<file path="src/asr_params.svh">
// Purpose: timing and field constants for the asynchronous SRAM write/retention controller
// Assumes: 50 MHz controller clock
// Notes: times in ns as printed, cycle counts derived from the clock period
`ifndef ASR_PARAMS_SVH
`define ASR_PARAMS_SVH

`define ASR_CLK_PERIOD_NS 20
`define ASR_ADDR_W 19
`define ASR_DATA_W 8
`define ASR_TIMER_W 4

// fast grade
`define ASR_WRITE_CYCLE_MIN_F_NS 55
`define ASR_SELECT_TO_WRITE_END_MIN_F_NS 50
`define ASR_ADDR_SETUP_MIN_F_NS 0
`define ASR_WRITE_PULSE_MIN_F_NS 40
`define ASR_WRITE_RECOVERY_MIN_F_NS 0
`define ASR_WRITE_TO_HIGHZ_MAX_F_NS 20
`define ASR_OE_TO_HIGHZ_MAX_F_NS 20
`define ASR_DATA_SETUP_MIN_F_NS 25
`define ASR_DATA_HOLD_MIN_F_NS 0
`define ASR_READ_CYCLE_MIN_F_NS 55

// slow grade
`define ASR_WRITE_CYCLE_MIN_S_NS 70
`define ASR_SELECT_TO_WRITE_END_MIN_S_NS 60
`define ASR_ADDR_SETUP_MIN_S_NS 0
`define ASR_WRITE_PULSE_MIN_S_NS 50
`define ASR_WRITE_RECOVERY_MIN_S_NS 0
`define ASR_WRITE_TO_HIGHZ_MAX_S_NS 25
`define ASR_OE_TO_HIGHZ_MAX_S_NS 25
`define ASR_DATA_SETUP_MIN_S_NS 30
`define ASR_DATA_HOLD_MIN_S_NS 0
`define ASR_READ_CYCLE_MIN_S_NS 70

`define ASR_DESELECT_TO_RETENTION_NS 0

// least time to whole cycles, rounded up, never below one
`define ASR_CYC_MIN(t) (((((t) + `ASR_CLK_PERIOD_NS - 1) / `ASR_CLK_PERIOD_NS) < 1) ? 1 : \
	(((t) + `ASR_CLK_PERIOD_NS - 1) / `ASR_CLK_PERIOD_NS))

`endif

</file>
<file path="src/asr_pkg.sv">
// Purpose: types for the asynchronous SRAM controller
// Assumes: nothing
// Notes: one-hot state codes
package asr_pkg;
	typedef enum logic [6:0] {
		ST_IDLE = 7'h01,
		ST_W_SETUP = 7'h02,
		ST_W_PULSE = 7'h04,
		ST_W_RECOV = 7'h08,
		ST_R_ACCESS = 7'h10,
		ST_RET = 7'h20,
		ST_RET_RECOV = 7'h40
	} asr_state_type;
endpackage

</file>
<file path="src/asr_timer_if.sv">
// Purpose: carrier between the controller sequencer and its phase timer
// Assumes: single clock
// Notes: load starts a phase of count cycles
`timescale 1ns/1ps
interface asr_timer_if #(parameter int W = 4);
	logic load;
	logic [W-1:0] count;
	logic done;
	modport ctrl (output load, output count, input done);
	modport tmr (input load, input count, output done);
endinterface

</file>
<file path="src/asr_timer.sv">
// Purpose: phase length timer, done in the last cycle of a loaded phase
// Assumes: count is at least one
// Notes: phase of N cycles when load is given on entry
`timescale 1ns/1ps
module asr_timer #(
	parameter int W = 4
) (
	input wire logic clk_in,
	input wire logic rst_in,
	asr_timer_if.tmr tif
);
	logic [W-1:0] cnt;

	always_ff @(posedge clk_in or posedge rst_in) begin
		if (rst_in) begin
			cnt <= '0;
		end else if (tif.load) begin
			cnt <= tif.count - {{(W-1){1'b0}}, 1'b1};
		end else if (cnt != '0) begin
			cnt <= cnt - {{(W-1){1'b0}}, 1'b1};
		end
	end

	assign tif.done = (cnt == '0);
endmodule

</file>
<file path="src/asr_ctrl.sv">
// Purpose: host-side controller driving an asynchronous 512K x 8 SRAM for write, read and retention
// Assumes: pin inputs synchronous to MCLK_IN; one request at a time
// Notes: OE held high during writes, so the memory never drives while data is driven
// Operation
// - write pulse at least grade minimum
// - select low long enough before write end
// - address valid before write begins
// - address held until write cycle end
// - pulse covers data setup plus turn-off
// - never drive against memory turn-off
// - no opposing data while memory outputs
// - deselect at retention, recover one read cycle
`timescale 1ns/1ps
`include "asr_params.svh"
module asr_ctrl #(
	parameter bit FAST_GRADE = 1'b1,
	parameter int ADDR_W = `ASR_ADDR_W,
	parameter int DATA_W = `ASR_DATA_W
) (
	input wire logic MCLK_IN,
	input wire logic RST_IN,
	input wire logic REQ_IN,
	input wire logic WR_IN,
	input wire logic [ADDR_W-1:0] ADDR_IN,
	input wire logic [DATA_W-1:0] WDATA_IN,
	input wire logic RETAIN_REQ_IN,
	input wire logic [DATA_W-1:0] SRAM_DQ_IN,
	output logic READY_OUT,
	output logic [DATA_W-1:0] RDATA_OUT,
	output logic RVALID_OUT,
	output logic WDONE_OUT,
	output logic RETAINED_OUT,
	output logic SRAM_CS_N_OUT,
	output logic SRAM_WE_N_OUT,
	output logic SRAM_OE_N_OUT,
	output logic [ADDR_W-1:0] SRAM_ADDR_OUT,
	output logic [DATA_W-1:0] SRAM_DQ_OUT,
	output logic SRAM_DQ_OE_N_OUT
);
	localparam int TW = `ASR_TIMER_W;
	localparam int WC_NS = FAST_GRADE ? `ASR_WRITE_CYCLE_MIN_F_NS : `ASR_WRITE_CYCLE_MIN_S_NS;
	localparam int CW_NS = FAST_GRADE ? `ASR_SELECT_TO_WRITE_END_MIN_F_NS : `ASR_SELECT_TO_WRITE_END_MIN_S_NS;
	localparam int AS_NS = FAST_GRADE ? `ASR_ADDR_SETUP_MIN_F_NS : `ASR_ADDR_SETUP_MIN_S_NS;
	localparam int WP_NS = FAST_GRADE ? `ASR_WRITE_PULSE_MIN_F_NS : `ASR_WRITE_PULSE_MIN_S_NS;
	localparam int WHZ_NS = FAST_GRADE ? `ASR_WRITE_TO_HIGHZ_MAX_F_NS : `ASR_WRITE_TO_HIGHZ_MAX_S_NS;
	localparam int OHZ_NS = FAST_GRADE ? `ASR_OE_TO_HIGHZ_MAX_F_NS : `ASR_OE_TO_HIGHZ_MAX_S_NS;
	localparam int DW_NS = FAST_GRADE ? `ASR_DATA_SETUP_MIN_F_NS : `ASR_DATA_SETUP_MIN_S_NS;
	localparam int RC_NS = FAST_GRADE ? `ASR_READ_CYCLE_MIN_F_NS : `ASR_READ_CYCLE_MIN_S_NS;

	// setup phase: select low, OE high, no drive, long enough for any prior output to float
	localparam int HZ_NS = (WHZ_NS > OHZ_NS) ? WHZ_NS : OHZ_NS;
	localparam int SU_NS = (HZ_NS > AS_NS) ? HZ_NS : AS_NS;
	localparam int SETUP_CYC = `ASR_CYC_MIN(SU_NS);
	localparam int P1_NS = (WP_NS > DW_NS) ? WP_NS : DW_NS;
	localparam int P2_NS = (P1_NS > (DW_NS + WHZ_NS)) ? P1_NS : (DW_NS + WHZ_NS);
	localparam int PULSE_NS = (P2_NS > CW_NS) ? P2_NS : CW_NS;
	localparam int PULSE_CYC = `ASR_CYC_MIN(PULSE_NS);
	localparam int WC_CYC = `ASR_CYC_MIN(WC_NS);
	localparam int RECOV_CYC = ((WC_CYC - SETUP_CYC - PULSE_CYC) < 1) ? 1 : (WC_CYC - SETUP_CYC - PULSE_CYC);
	localparam int RC_CYC = `ASR_CYC_MIN(RC_NS);

	asr_pkg::asr_state_type state;
	asr_pkg::asr_state_type next_state;
	logic [ADDR_W-1:0] addr_q;
	logic [DATA_W-1:0] wdata_q;
	logic take;

	asr_timer_if #(.W(TW)) tif ();

	asr_timer #(.W(TW)) u_timer (
		.clk_in(MCLK_IN),
		.rst_in(RST_IN),
		.tif(tif)
	);

	assign READY_OUT = (state == asr_pkg::ST_IDLE) && !RETAIN_REQ_IN;
	assign take = REQ_IN && READY_OUT;

	always_comb begin
		next_state = state;
		case (state)
			asr_pkg::ST_IDLE: begin
				if (RETAIN_REQ_IN) begin
					next_state = asr_pkg::ST_RET;
				end else if (REQ_IN) begin
					next_state = WR_IN ? asr_pkg::ST_W_SETUP : asr_pkg::ST_R_ACCESS;
				end
			end
			asr_pkg::ST_W_SETUP: begin
				if (tif.done) begin
					next_state = asr_pkg::ST_W_PULSE;
				end
			end
			asr_pkg::ST_W_PULSE: begin
				if (tif.done) begin
					next_state = asr_pkg::ST_W_RECOV;
				end
			end
			asr_pkg::ST_W_RECOV: begin
				if (tif.done) begin
					next_state = asr_pkg::ST_IDLE;
				end
			end
			asr_pkg::ST_R_ACCESS: begin
				if (tif.done) begin
					next_state = asr_pkg::ST_IDLE;
				end
			end
			asr_pkg::ST_RET: begin
				if (!RETAIN_REQ_IN) begin
					next_state = asr_pkg::ST_RET_RECOV;
				end
			end
			asr_pkg::ST_RET_RECOV: begin
				if (tif.done) begin
					next_state = asr_pkg::ST_IDLE;
				end
			end
			default: begin
				next_state = asr_pkg::ST_IDLE;
			end
		endcase
	end

	// phase timer loaded on each state change
	always_comb begin
		tif.load = (next_state != state);
		case (next_state)
			asr_pkg::ST_W_SETUP: tif.count = TW'(SETUP_CYC);
			asr_pkg::ST_W_PULSE: tif.count = TW'(PULSE_CYC);
			asr_pkg::ST_W_RECOV: tif.count = TW'(RECOV_CYC);
			asr_pkg::ST_R_ACCESS: tif.count = TW'(RC_CYC);
			asr_pkg::ST_RET_RECOV: tif.count = TW'(RC_CYC);
			default: tif.count = TW'(1);
		endcase
	end

	always_ff @(posedge MCLK_IN or posedge RST_IN) begin
		if (RST_IN) begin
			state <= asr_pkg::ST_IDLE;
		end else begin
			state <= next_state;
		end
	end

	// request latch, held through the whole cycle
	always_ff @(posedge MCLK_IN or posedge RST_IN) begin
		if (RST_IN) begin
			addr_q <= '0;
			wdata_q <= '0;
		end else if (take) begin
			addr_q <= ADDR_IN;
			wdata_q <= WDATA_IN;
		end
	end

	// control pins, registered from the next state
	always_ff @(posedge MCLK_IN or posedge RST_IN) begin
		if (RST_IN) begin
			SRAM_CS_N_OUT <= 1'b1;
			SRAM_WE_N_OUT <= 1'b1;
			SRAM_OE_N_OUT <= 1'b1;
		end else begin
			SRAM_CS_N_OUT <= !((next_state == asr_pkg::ST_W_SETUP) || (next_state == asr_pkg::ST_W_PULSE) ||
				(next_state == asr_pkg::ST_R_ACCESS));
			SRAM_WE_N_OUT <= (next_state != asr_pkg::ST_W_PULSE);
			SRAM_OE_N_OUT <= (next_state != asr_pkg::ST_R_ACCESS);
		end
	end

	// address and data pins
	always_ff @(posedge MCLK_IN or posedge RST_IN) begin
		if (RST_IN) begin
			SRAM_ADDR_OUT <= '0;
			SRAM_DQ_OUT <= '0;
			SRAM_DQ_OE_N_OUT <= 1'b1;
		end else begin
			if (take) begin
				SRAM_ADDR_OUT <= ADDR_IN;
				SRAM_DQ_OUT <= WDATA_IN;
			end else begin
				SRAM_ADDR_OUT <= addr_q;
				SRAM_DQ_OUT <= wdata_q;
			end
			// drive only during the pulse and its recovery, memory outputs already off
			SRAM_DQ_OE_N_OUT <= !((next_state == asr_pkg::ST_W_PULSE) ||
				(next_state == asr_pkg::ST_W_RECOV));
		end
	end

	// read capture in the last access cycle
	always_ff @(posedge MCLK_IN or posedge RST_IN) begin
		if (RST_IN) begin
			RDATA_OUT <= '0;
			RVALID_OUT <= 1'b0;
		end else begin
			RVALID_OUT <= (state == asr_pkg::ST_R_ACCESS) && tif.done;
			if ((state == asr_pkg::ST_R_ACCESS) && tif.done) begin
				RDATA_OUT <= SRAM_DQ_IN;
			end
		end
	end

	always_ff @(posedge MCLK_IN or posedge RST_IN) begin
		if (RST_IN) begin
			WDONE_OUT <= 1'b0;
			RETAINED_OUT <= 1'b0;
		end else begin
			WDONE_OUT <= (state == asr_pkg::ST_W_RECOV) && tif.done;
			RETAINED_OUT <= (next_state == asr_pkg::ST_RET);
		end
	end
endmodule

</file>
<file path="config.mk">
export PLATFORM = sky130hd
export DESIGN_NAME = asr_ctrl
export DESIGN_NICKNAME = d
export VERILOG_FILES = /design/src/asr_pkg.sv /design/src/asr_timer_if.sv /design/src/asr_timer.sv /design/src/asr_ctrl.sv
export VERILOG_INCLUDE_DIRS = /design/src
export SDC_FILE = /design/constraint.sdc
export NUM_CORES = 1
export LEC_CHECK = 0
export ABC_AREA = 1
export BUFFER_PORTS_ARGS = -buffer_cell sky130_fd_sc_hd__buf_2
export CAP_MARGIN = 5
export CORE_UTILIZATION = 40
export DETAILED_ROUTE_END_ITERATION = 10
export GPL_TIMING_DRIVEN = 0
export HOLD_SLACK_MARGIN = 0.12
export PLACE_DENSITY = 0.7
export SLEW_MARGIN = 20
export SYNTH_ARGS = -nofsm -noshare
export SYNTH_HDL_FRONTEND = slang
export SYNTH_SLANG_ARGS = --single-unit
export TNS_END_PERCENT = 50
</file>
<file path="constraint.sdc">
create_clock -name MCLK_IN -period 1.6 [get_ports MCLK_IN]
set_clock_uncertainty 0.1 [all_clocks]
set_input_delay 0.24 -clock MCLK_IN [delete_from_list [all_inputs] [get_ports MCLK_IN]]
set_output_delay 0.24 -clock MCLK_IN [all_outputs]
set_load 0.05 [all_outputs]
</file>
==> impl_metrics.json, run 1 <==
{
  "outcome": "complete, but fails checks",
  "violations": "setup timing",
  "worst_slack_ps": -347,
  "ant_nets": 0,
  "synth_top_area_share_pct": 48.3,
  "multi_input_area_um2": 1170,
  "syn_area_um2": 2490,
  "p_per_area_nw_per_um2": 2140,
  "synthDistinctLibCells": 35,
  "hold_class": "in2reg",
  "r2r-end": "u_timer.cnt[1]$_DFFE_PP0P_",
  "cp.arrival_ps": 2050,
  "ff_latch_area_um2": 1340,
  "worstReg2RegStart": "state[2]$_DFF_PP0_",
  "relSlewSlack_pct": 56.0,
  "p_leak_nw": 1.92,
  "ctsRootBufferMaster": "clkbuf_8",
  "synth-warning-count": 0,
  "dp_worst_setup_slack_ps": -337,
  "cp_slowest_cell": "dfrtp_2",
  "clk_latency_ps": 300,
  "cp_top_family": "simple AND/OR/NAND/NOR gates",
  "clk_path_buf_depth": 2,
  "critPathBufInv": 0,
  "cts_tree": "done",
  "path_clk_slew_ps": 100,
  "grt_pass1_wl_um": 9540,
  "cts_buffers": 5,
  "cap_violations": 0,
  "path_class": "reg2reg",
  "synth_fp_nets": 278,
  "end_kind": "flip-flop",
  "hold_start": "RETAIN_REQ_IN",
  "grt_pass1_vias": 2096,
  "critPathLaunchType": "flip-flop",
  "drc_errors": 0,
  "routedWlPerCell_um": 13.4,
  "crit_required_ps": 1700,
  "io_pins": 83,
  "fmax_mhz": 513,
  "first_pass_iters": 4,
  "antenna_found_initial": 0,
  "synth.avg_cell_area_um2": 10.5,
  "die-height_um": 80.9,
  "fin_crit_ps": 1950,
  "ys_seq_elements": 53,
  "peakVddDrop_mv": 1.20,
  "gr-total-overflow": 0,
  "antennaDiodeCount": 0,
  "gp_congestion": 0.881,
  "grt_max_degree": 30,
  "synth_edf_count": 0,
  "routed_wirelength_um": 6130,
  "synth-main-ff-cell": "dfrtp_1",
  "reg2reg_depth": 10,
  "holdWs_ps": 148,
  "num_vias": 2135,
  "drive_above_1_share_pct": 50.7,
  "hpwlAfterDp_um": 3810,
  "drtIter0Drc": 95,
  "ys_async_sr_fraction_pct": 100,
  "path_max_fanout": 5,
  "worstHoldEndpoint": "RETAINED_OUT$_DFF_PP0_",
  "critical_path.max_stage_delay_ps": 460,
  "hold_depth": 3,
  "layout.nets": 421,
  "clock_sinks": 53,
  "r2r_setup_slack_ps": -350,
  "setup_viol": 42,
  "hold_viol_final": 0,
  "synth.yosys.seq_area_share_pct": 53.6,
  "synth_largest_area_cell": "dfrtp_1",
  "port_buffers": 82,
  "core_um2": 5960,
  "slew_violations": 0,
  "min_period_over_period_pct": 122,
  "cp_cell_sequence": "nor2_4, nand3_4, o21ai_4, nand2_1, o21ai_1, nand2_1, nor2_2, nand4_4, nand2_1, nand2_1",
  "path_depth": 10,
  "initial_utilization_pct": 41.8,
  "ys_top_cells_by_area": "dfrtp_1, mux2_4, nand2_1",
  "synth.most_common_cell": "nand2_1",
  "tightestPinTransition_ps": 658,
  "rsz0062_at_grt": "true",
  "fp-row-count": 28,
  "vias_per_cell": 4.68,
  "cpMostUsedCell": "nand2_1",
  "synth_commonest_cells": "nand2_1, dfrtp_1, nor2_1, mux2_4, inv_1",
  "dieArea_um2": 6540,
  "chipWidth_um": 80.9,
  "area_growth_pct": 53.6,
  "netlist_instances": 237,
  "grt.total_usage_pct": 19.2,
  "htree_levels": 2,
  "nFillCells": 481
}
## report_power, final
group	switching, mW	internal (mW)	total [mW]
clock	0.432	0.314	0.746
sequential	0.329	1.92	2.25
combinational	3.34	1.83	5.17
total	4.10	4.06	8.17
## through the flow
stage                     instances  instance area [um2]  setup TNS [ps]  utilization (%)  power (mW)
after floorplan                 237                 2540           -4630                -        5.73
after global placement          394                 3040           -7240             51.1        6.57
after detailed placement        395                 3060           -8210             51.4        6.64
after CTS                       447                 3650           -8410             61.3        7.82
after global routing            456                 3820          -14230             64.2        8.63
final                           456                 3820          -11210             64.2        8.17
## flip-flops by register name, indices dropped and copies added, names as in the netlist, 4 cells and up
| signal | flops |
|---|---|
| RDATA_OUT | 8 |
| SRAM_ADDR_OUT | 19 |
| SRAM_DQ_OUT | 8 |
| state | 7 |
| u_timer.cnt | 4 |
## worst max path at each step
| stage | from | end | slack, ps |
|---|---|---|---|
| final | state[2]$_DFF_PP0_ | u_timer.cnt[1]$_DFFE_PP0P_ | -350 |
| after floorplan | state[0]$_DFF_PP1_ | SRAM_ADDR_OUT[10]$_DFFE_PP0P_ | -210 |
| after global routing | state[0]$_DFF_PP1_ | u_timer.cnt[1]$_DFFE_PP0P_ | -470 |
| after detailed placement | state[1]$_DFF_PP0_ | u_timer.cnt[1]$_DFFE_PP0P_ | -340 |
| after CTS | state[0]$_DFF_PP1_ | READY_OUT | -300 |
| after global placement | state[1]$_DFF_PP0_ | u_timer.cnt[1]$_DFFE_PP0P_ | -310 |
## repair_timing
action                                  in CTS  in global routing
hold buffers                                36                  0
resized for setup                           19                 20
buffers inserted                             8                  7
endpoints found under the hold margin       62                  0
pin swaps                                   11                 16
endpoints found under the setup margin      44                 45
gates cloned                                 0                  2
## area by class of cell
type / instances / area share (%)
Buffer: 3 / 1.34
Inverter: 22 / 2.52
Sequential cell: 53 / 35.0
Clock inverter: 1 / 0.229
Clock buffer: 7 / 2.00
Multi-Input combinational cell: 159 / 30.7
Timing Repair Buffer: 136 / 25.7
Tap cell: 75 / 2.46
## logic make-up (layout without fill, tap and decap cells)
family          after synthesis  in the layout  synth area share [%]
flops                        53             53                  53.6
fa+ha+maj                     1              1                 0.503
buf+inv                      25            169                  4.53
mux                          28             28                  15.6
simple gates                112            112                  21.1
compound gates               18             18                  4.68
## tightest hold or removal path: stages
cell     delay (ps)
buf_2           110
nand2_1          90
a21oi_1          70
## cell usage in the layout (no fill, tap or decap), types with 5 or more instances in the layout
cell type / instances
buf_2: 81
nand2_1: 52
dfrtp_1: 44
dlygate4sd3_1: 36
mux2_4: 20
nor2_1: 16
buf_4: 12
inv_1: 10
nand3_1: 9
inv_2: 8
nand2_2: 8
nor2_4: 7
mux2_2: 7
dfstp_2: 5
nor2_2: 5
clkbuf_8: 5
## metal layers
layer	up-vias	part of all wire, %	wire length, um	GRT usage, %
met5	-	0	0	0
met4	0	1.6	96	6.61
met3	7	3.3	201	3.03
met2	51	53	3250	34.0
met1	1027	42	2580	23.5
li1	1050	-	-	-
(Power assumes the default switching activity.)
==> inputs of run 2 (changes only) <==
Settings changed: MAX_ROUTING_LAYER set to met4, RECOVER_POWER set to 25.
==> impl_metrics.json, run 2 (synthesized netlist as in run 1, its figures left out) <==
{
  "outcome": "complete, but fails checks",
  "violations": "setup timing",
  "clock_sinks": 53,
  "multi_input_area_um2": 1170,
  "path_clk_slew_ps": 100,
  "cts_buffers": 5,
  "dp_worst_setup_slack_ps": -337,
  "layout.nets": 421,
  "first_pass_iters": 4,
  "clk_path_buf_depth": 2,
  "routedWlPerCell_um": 13.5,
  "grt_max_degree": 30,
  "fp-row-count": 28,
  "initial_utilization_pct": 41.8,
  "gp_congestion": 0.896,
  "hold_class": "in2reg",
  "antenna_found_initial": 0,
  "p_switching_mw": 4.11,
  "min_period_over_period_pct": 122,
  "peakVddDrop_mv": 1.20,
  "layout_commonest_cell": "buf_2",
  "die-height_um": 80.9,
  "p_per_area_nw_per_um2": 2140,
  "cap_violations": 0,
  "largest_reg_flops": 19,
  "vias_per_cell": 4.68,
  "slew_violations": 0,
  "grt_pass1_wl_um": 9520,
  "hold_viol_final": 0,
  "final-instance-count-excl-fill": 456,
  "fmax_mhz": 512,
  "ctsRootBufferMaster": "clkbuf_8",
  "path_class": "reg2reg",
  "num_vias": 2132,
  "port_buffers": 82,
  "drive_above_1_share_pct": 50.4,
  "rsz0062_at_grt": "true",
  "path_max_fanout": 5,
  "r2r_setup_slack_ps": -350,
  "regMostFlops": "SRAM_ADDR_OUT",
  "grt.total_usage_pct": 19.7,
  "fin_crit_ps": 1950,
  "worst_slack_ps": -354,
  "seq_power_share_pct": 27.5,
  "mostFrequentLayoutCells": "buf_2, nand2_1, dfrtp_1",
  "critical_path.max_stage_delay_ps": 460,
  "dp_cells": 395,
  "dieArea_um2": 6540,
  "crit_required_ps": 1700,
  "critPathLaunchType": "flip-flop",
  "core_um2": 5960,
  "antennaDiodeCount": 0,
  "reg.largest.list": "SRAM_ADDR_OUT (19), RDATA_OUT (8), SRAM_DQ_OUT (8)",
  "clk_latency_ps": 300,
  "ff_latch_area_um2": 1340,
  "chipWidth_um": 80.9,
  "cp_slowest_cell": "dfrtp_2",
  "io_pins": 83,
  "p_leak_nw": 1.92,
  "grt_pass1_vias": 2095,
  "ant_nets": 0,
  "finalSetupTns_ps": -11210,
  "drtIter0Drc": 93,
  "gr-total-overflow": 0,
  "area_growth_pct": 53.6,
  "clockPowerShare_pct": 9.1,
  "relSlewSlack_pct": 56.0,
  "cpMostUsedCell": "nand2_1",
  "nFillCells": 482,
  "p_int_mw": 4.06,
  "hpwlAfterDp_um": 3810,
  "cts_tree": "done",
  "sw_frac_of_total_pct": 50.3,
  "combPwrFrac_pct": 63.4,
  "holdWs_ps": 147,
  "htree_levels": 2,
  "cp.arrival_ps": 2050,
  "routed_wirelength_um": 6150,
  "end_kind": "flip-flop",
  "setup_viol": 42,
  "tightestPinTransition_ps": 658,
  "drc_errors": 0,
  "cp_cell_sequence": "nor2_4, nand3_4, o21ai_4, nand2_1, o21ai_1, nand2_1, nor2_2, nand4_4, nand2_1, nand2_1"
}
-- run 2: critical path, delay by kind of cell, from the launching register on --
kind / cells / cell delay, ps
AO/OA/AOI/OAI: 2 / 300
flip-flops: 1 / 460
AND/OR/NAND/NOR: 8 / 990
-- run 2: power by group through the flow --
stage	clock network [mW]	registers, mW	logic (mW)
floorplan	0	3.95	1.78
global route	0.823	2.31	5.50
global placement	0	2.23	4.34
CTS	0.776	2.23	4.82
finish	0.748	2.25	5.18
detailed placement	0	2.24	4.40
-- run 2: metal layers --
metal	wire length [um]	track usage [%]
met4	96	6.61
met5	0	-
met1	2640	23.6
met2	3260	34.0
met3	158	2.81
-- run 2: final cells by class --
type / count / area share, %
multi-input combinational: 159 / 30.7
buffer: 3 / 1.34
clock inverter: 1 / 0.229
tap: 75 / 2.46
clock buffer: 7 / 2.00
inverter: 22 / 2.52
timing repair buffer: 136 / 25.7
sequential: 53 / 35.0
-- run 2: through the flow --
step | util [%] | power [mW] | cell area [um2]
CTS | 61.3 | 7.82 | 3650
global placement | 51.1 | 6.57 | 3040
detailed placement | 51.4 | 6.64 | 3060
floorplan | - | 5.73 | 2540
finish | 64.1 | 8.17 | 3820
global route | 64.1 | 8.63 | 3820
-- run 2: what timing repair did --
| action | in CTS | in global routing |
|---|---|---|
| gates resized for setup | 19 | 20 |
| pin swaps | 11 | 16 |
| setup endpoints to repair | 44 | 45 |
| hold buffers | 36 | 0 |
| gates cloned | 0 | 2 |
| endpoints found under the hold margin | 62 | 0 |
| buffers inserted | 8 | 7 |
-- run 2: path summary, 6_finish.rpt --
kind / from / to / cells after the start
max: state[2]$_DFF_PP0_ / u_timer.cnt[1]$_DFFE_PP0P_ / 10
min: RETAIN_REQ_IN / RETAINED_OUT$_DFF_PP0_ / 3
max reg2reg: state[2]$_DFF_PP0_ / u_timer.cnt[1]$_DFFE_PP0P_ / 10
min reg2reg: RDATA_OUT[5]$_DFFE_PP0P_ / RDATA_OUT[5]$_DFFE_PP0P_ / 2
max in group asynchronous: RST_IN / SRAM_WE_N_OUT$_DFF_PP1_ / 4
min in group asynchronous: RST_IN / RDATA_OUT[2]$_DFFE_PP0P_ / 3
==> inputs of run 3 (changes only) <==
Settings changed: ABC_AREA 1 to unset, CTS_CLUSTER_SIZE set to 25, PLACE_DENSITY 0.7 to 0.71, SLEW_MARGIN 20 to unset.
==> impl_metrics.json, run 3 <==
{
  "cap_violations": 0,
  "endpoint": "READY_OUT",
  "antenna_found_initial": 0,
  "reg.largest.list": "SRAM_ADDR_OUT (19), RDATA_OUT (8), SRAM_DQ_OUT (8)",
  "tightestPinTransition_ps": 559,
  "p_switching_mw": 3.55,
  "ff_latch_area_um2": 1330,
  "vias_per_cell": 4.89,
  "p_per_area_nw_per_um2": 2030,
  "layout.nets": 378,
  "layout_commonest_cell": "buf_2",
  "synth.avg_cell_area_um2": 11.6,
  "ant_nets": 0,
  "rsz0062_at_grt": "true",
  "critPathLaunchType": "flip-flop",
  "path_class": "reg2out",
  "p_leak_nw": 1.65,
  "drive_above_1_share_pct": 51.2,
  "fmax_mhz": 480,
  "gr-total-overflow": 0,
  "r2r_setup_slack_ps": -480,
  "area_growth_pct": 51.4,
  "core_um2": 5570,
  "clk_path_buf_depth": 2,
  "ys_top_cells_by_area": "dfrtp_1, mux2_2, dfstp_2",
  "reg2reg_depth": 7,
  "synthDistinctLibCells": 41,
  "largest_reg_flops": 19,
  "num_vias": 2003,
  "end_kind": "output port",
  "synth_largest_area_cell": "dfrtp_1",
  "finalSetupTns_ps": -17550,
  "clock_sinks": 53,
  "syn_area_um2": 2330,
  "synth-main-ff-cell": "dfrtp_1",
  "ys_seq_elements": 53,
  "multi_input_area_um2": 1030,
  "hpwlAfterDp_um": 3510,
  "relSlewSlack_pct": 62.7,
  "die-height_um": 78.3,
  "synth.yosys.seq_area_share_pct": 57.2,
  "nFillCells": 443,
  "ys_async_sr_fraction_pct": 100,
  "chipWidth_um": 78.3,
  "synth_edf_count": 0,
  "clockPowerShare_pct": 10.7,
  "startpoint": "state[0]$_DFF_PP1_",
  "cts_buffers": 5,
  "synth_commonest_cells": "dfrtp_1, nand2_1, mux2_2, nor2_1, o21ai_0",
  "r2r-end": "u_timer.cnt[1]$_DFFE_PP0P_",
  "netlist_instances": 201,
  "grt.total_usage_pct": 20.7,
  "synth_top_area_share_pct": 51.6,
  "drc_errors": 0,
  "htree_levels": 2,
  "routed_wirelength_um": 5750,
  "holdWs_ps": 163,
  "fin_crit_ps": 2080,
  "grt_max_degree": 29,
  "port_buffers": 82,
  "seq_power_share_pct": 30.3,
  "worstReg2RegStart": "state[4]$_DFF_PP0_",
  "antennaDiodeCount": 0,
  "sw_frac_of_total_pct": 49.6,
  "hold_viol_final": 0,
  "grt_pass1_wl_um": 9560,
  "path_max_fanout": 4,
  "mostFrequentLayoutCells": "buf_2, dfrtp_1, dlygate4sd3_1",
  "violations": "setup timing",
  "first_pass_iters": 4,
  "crit_required_ps": 1260,
  "path_clk_slew_ps": 90,
  "slew_violations": 0,
  "peakVddDrop_mv": 1.21,
  "worst_slack_ps": -485,
  "grt_pass1_vias": 2073,
  "dieArea_um2": 6130,
  "cts_tree": "done",
  "drtIter0Drc": 153,
  "hold_class": "in2reg",
  "regMostFlops": "SRAM_ADDR_OUT",
  "clk_latency_ps": 300,
  "synth_fp_nets": 242,
  "synth.most_common_cell": "dfrtp_1",
  "routedWlPerCell_um": 14.0,
  "combPwrFrac_pct": 59.1,
  "dp_worst_setup_slack_ps": -688,
  "setup_viol": 51,
  "initial_utilization_pct": 41.8,
  "p_int_mw": 3.61,
  "io_pins": 83,
  "fp-row-count": 27,
  "synth-warning-count": 0,
  "min_period_over_period_pct": 130,
  "gp_congestion": 0.896,
  "outcome": "complete, but fails checks",
  "cp.arrival_ps": 1740,
  "ctsRootBufferMaster": "clkbuf_8"
}
[run 3: routing by layer]
metal	track usage, %	wire [um]	up-vias
li1	-	-	967
met1	24.4	2400	959
met2	35.3	2970	69
met3	4.42	297	8
met4	6.67	81	0
met5	-	0	-
[run 3: cell families after synthesis]
family	Yosys count	synth area share [%]
AO/OA/AOI/OAI	25	7.30
XOR/XNOR	4	1.50
flip-flops	53	57.2
adder cells (fa/ha/maj)	1	0.537
AND/OR/NAND/NOR	72	16.0
multiplexers	28	13.5
buffers and inverters	18	4.03
[run 3: worst min-delay path by stage]
stage | from | to | depth (start not counted)
5_1_grt | RETAIN_REQ_IN | state[6]$_DFF_PP0_ | 2
4_1_cts | RETAIN_REQ_IN | state[6]$_DFF_PP0_ | 2
3_3_place_gp | SRAM_DQ_IN[4] | RDATA_OUT[4]$_DFFE_PP0P_ | 3
2_1_floorplan | WR_IN | state[4]$_DFF_PP0_ | 1
3_5_place_dp | RST_IN | SRAM_ADDR_OUT[9]$_DFFE_PP0P_ | 2
6_report | WR_IN | state[1]$_DFF_PP0_ | 3
[run 3: power by group through the flow]
stage / Sequential, mW / Clock, mW / Combinational (mW)
floorplan: 3.81 / 0 / 1.39
global route: 2.24 / 0.844 / 4.47
finish: 2.17 / 0.762 / 4.22
CTS: 2.14 / 0.781 / 4.15
detailed placement: 2.16 / 0 / 3.88
global placement: 2.13 / 0 / 3.80
[run 3: area by class of cell]
type | instances | share of cell area (%)
Multi-Input combinational cell | 130 | 29.2
Clock inverter | 2 | 0.390
Inverter | 8 | 0.887
Clock buffer | 6 | 2.06
Sequential cell | 53 | 37.8
Timing Repair Buffer | 133 | 25.8
Buffer | 6 | 1.35
Tap cell | 72 | 2.55
[run 3: critical path, cell delays in order, from the launching register on]
cell and delay, ps:
dfstp_2 580, or4b_4 500, nor3_4 170, buf_6 190
[run 3: through the flow]
stage,instance area (um2),std cells,utilization [%],total power [mW]
after floorplan,2390,201,-,5.21
after global placement,2900,355,51.9,5.94
after detailed placement,2920,356,52.3,6.04
after CTS,3490,410,62.7,7.07
after global routing,3530,410,63.3,7.55
final,3530,410,63.3,7.15
[run 3: what timing repair did]
action | in CTS | in global routing
setup buffers | 12 | 2
endpoints found under the setup margin | 52 | 52
pin swaps | 7 | 4
resized for setup | 15 | 10
endpoints found under the hold margin | 57 | 0
hold buffers | 36 | 0
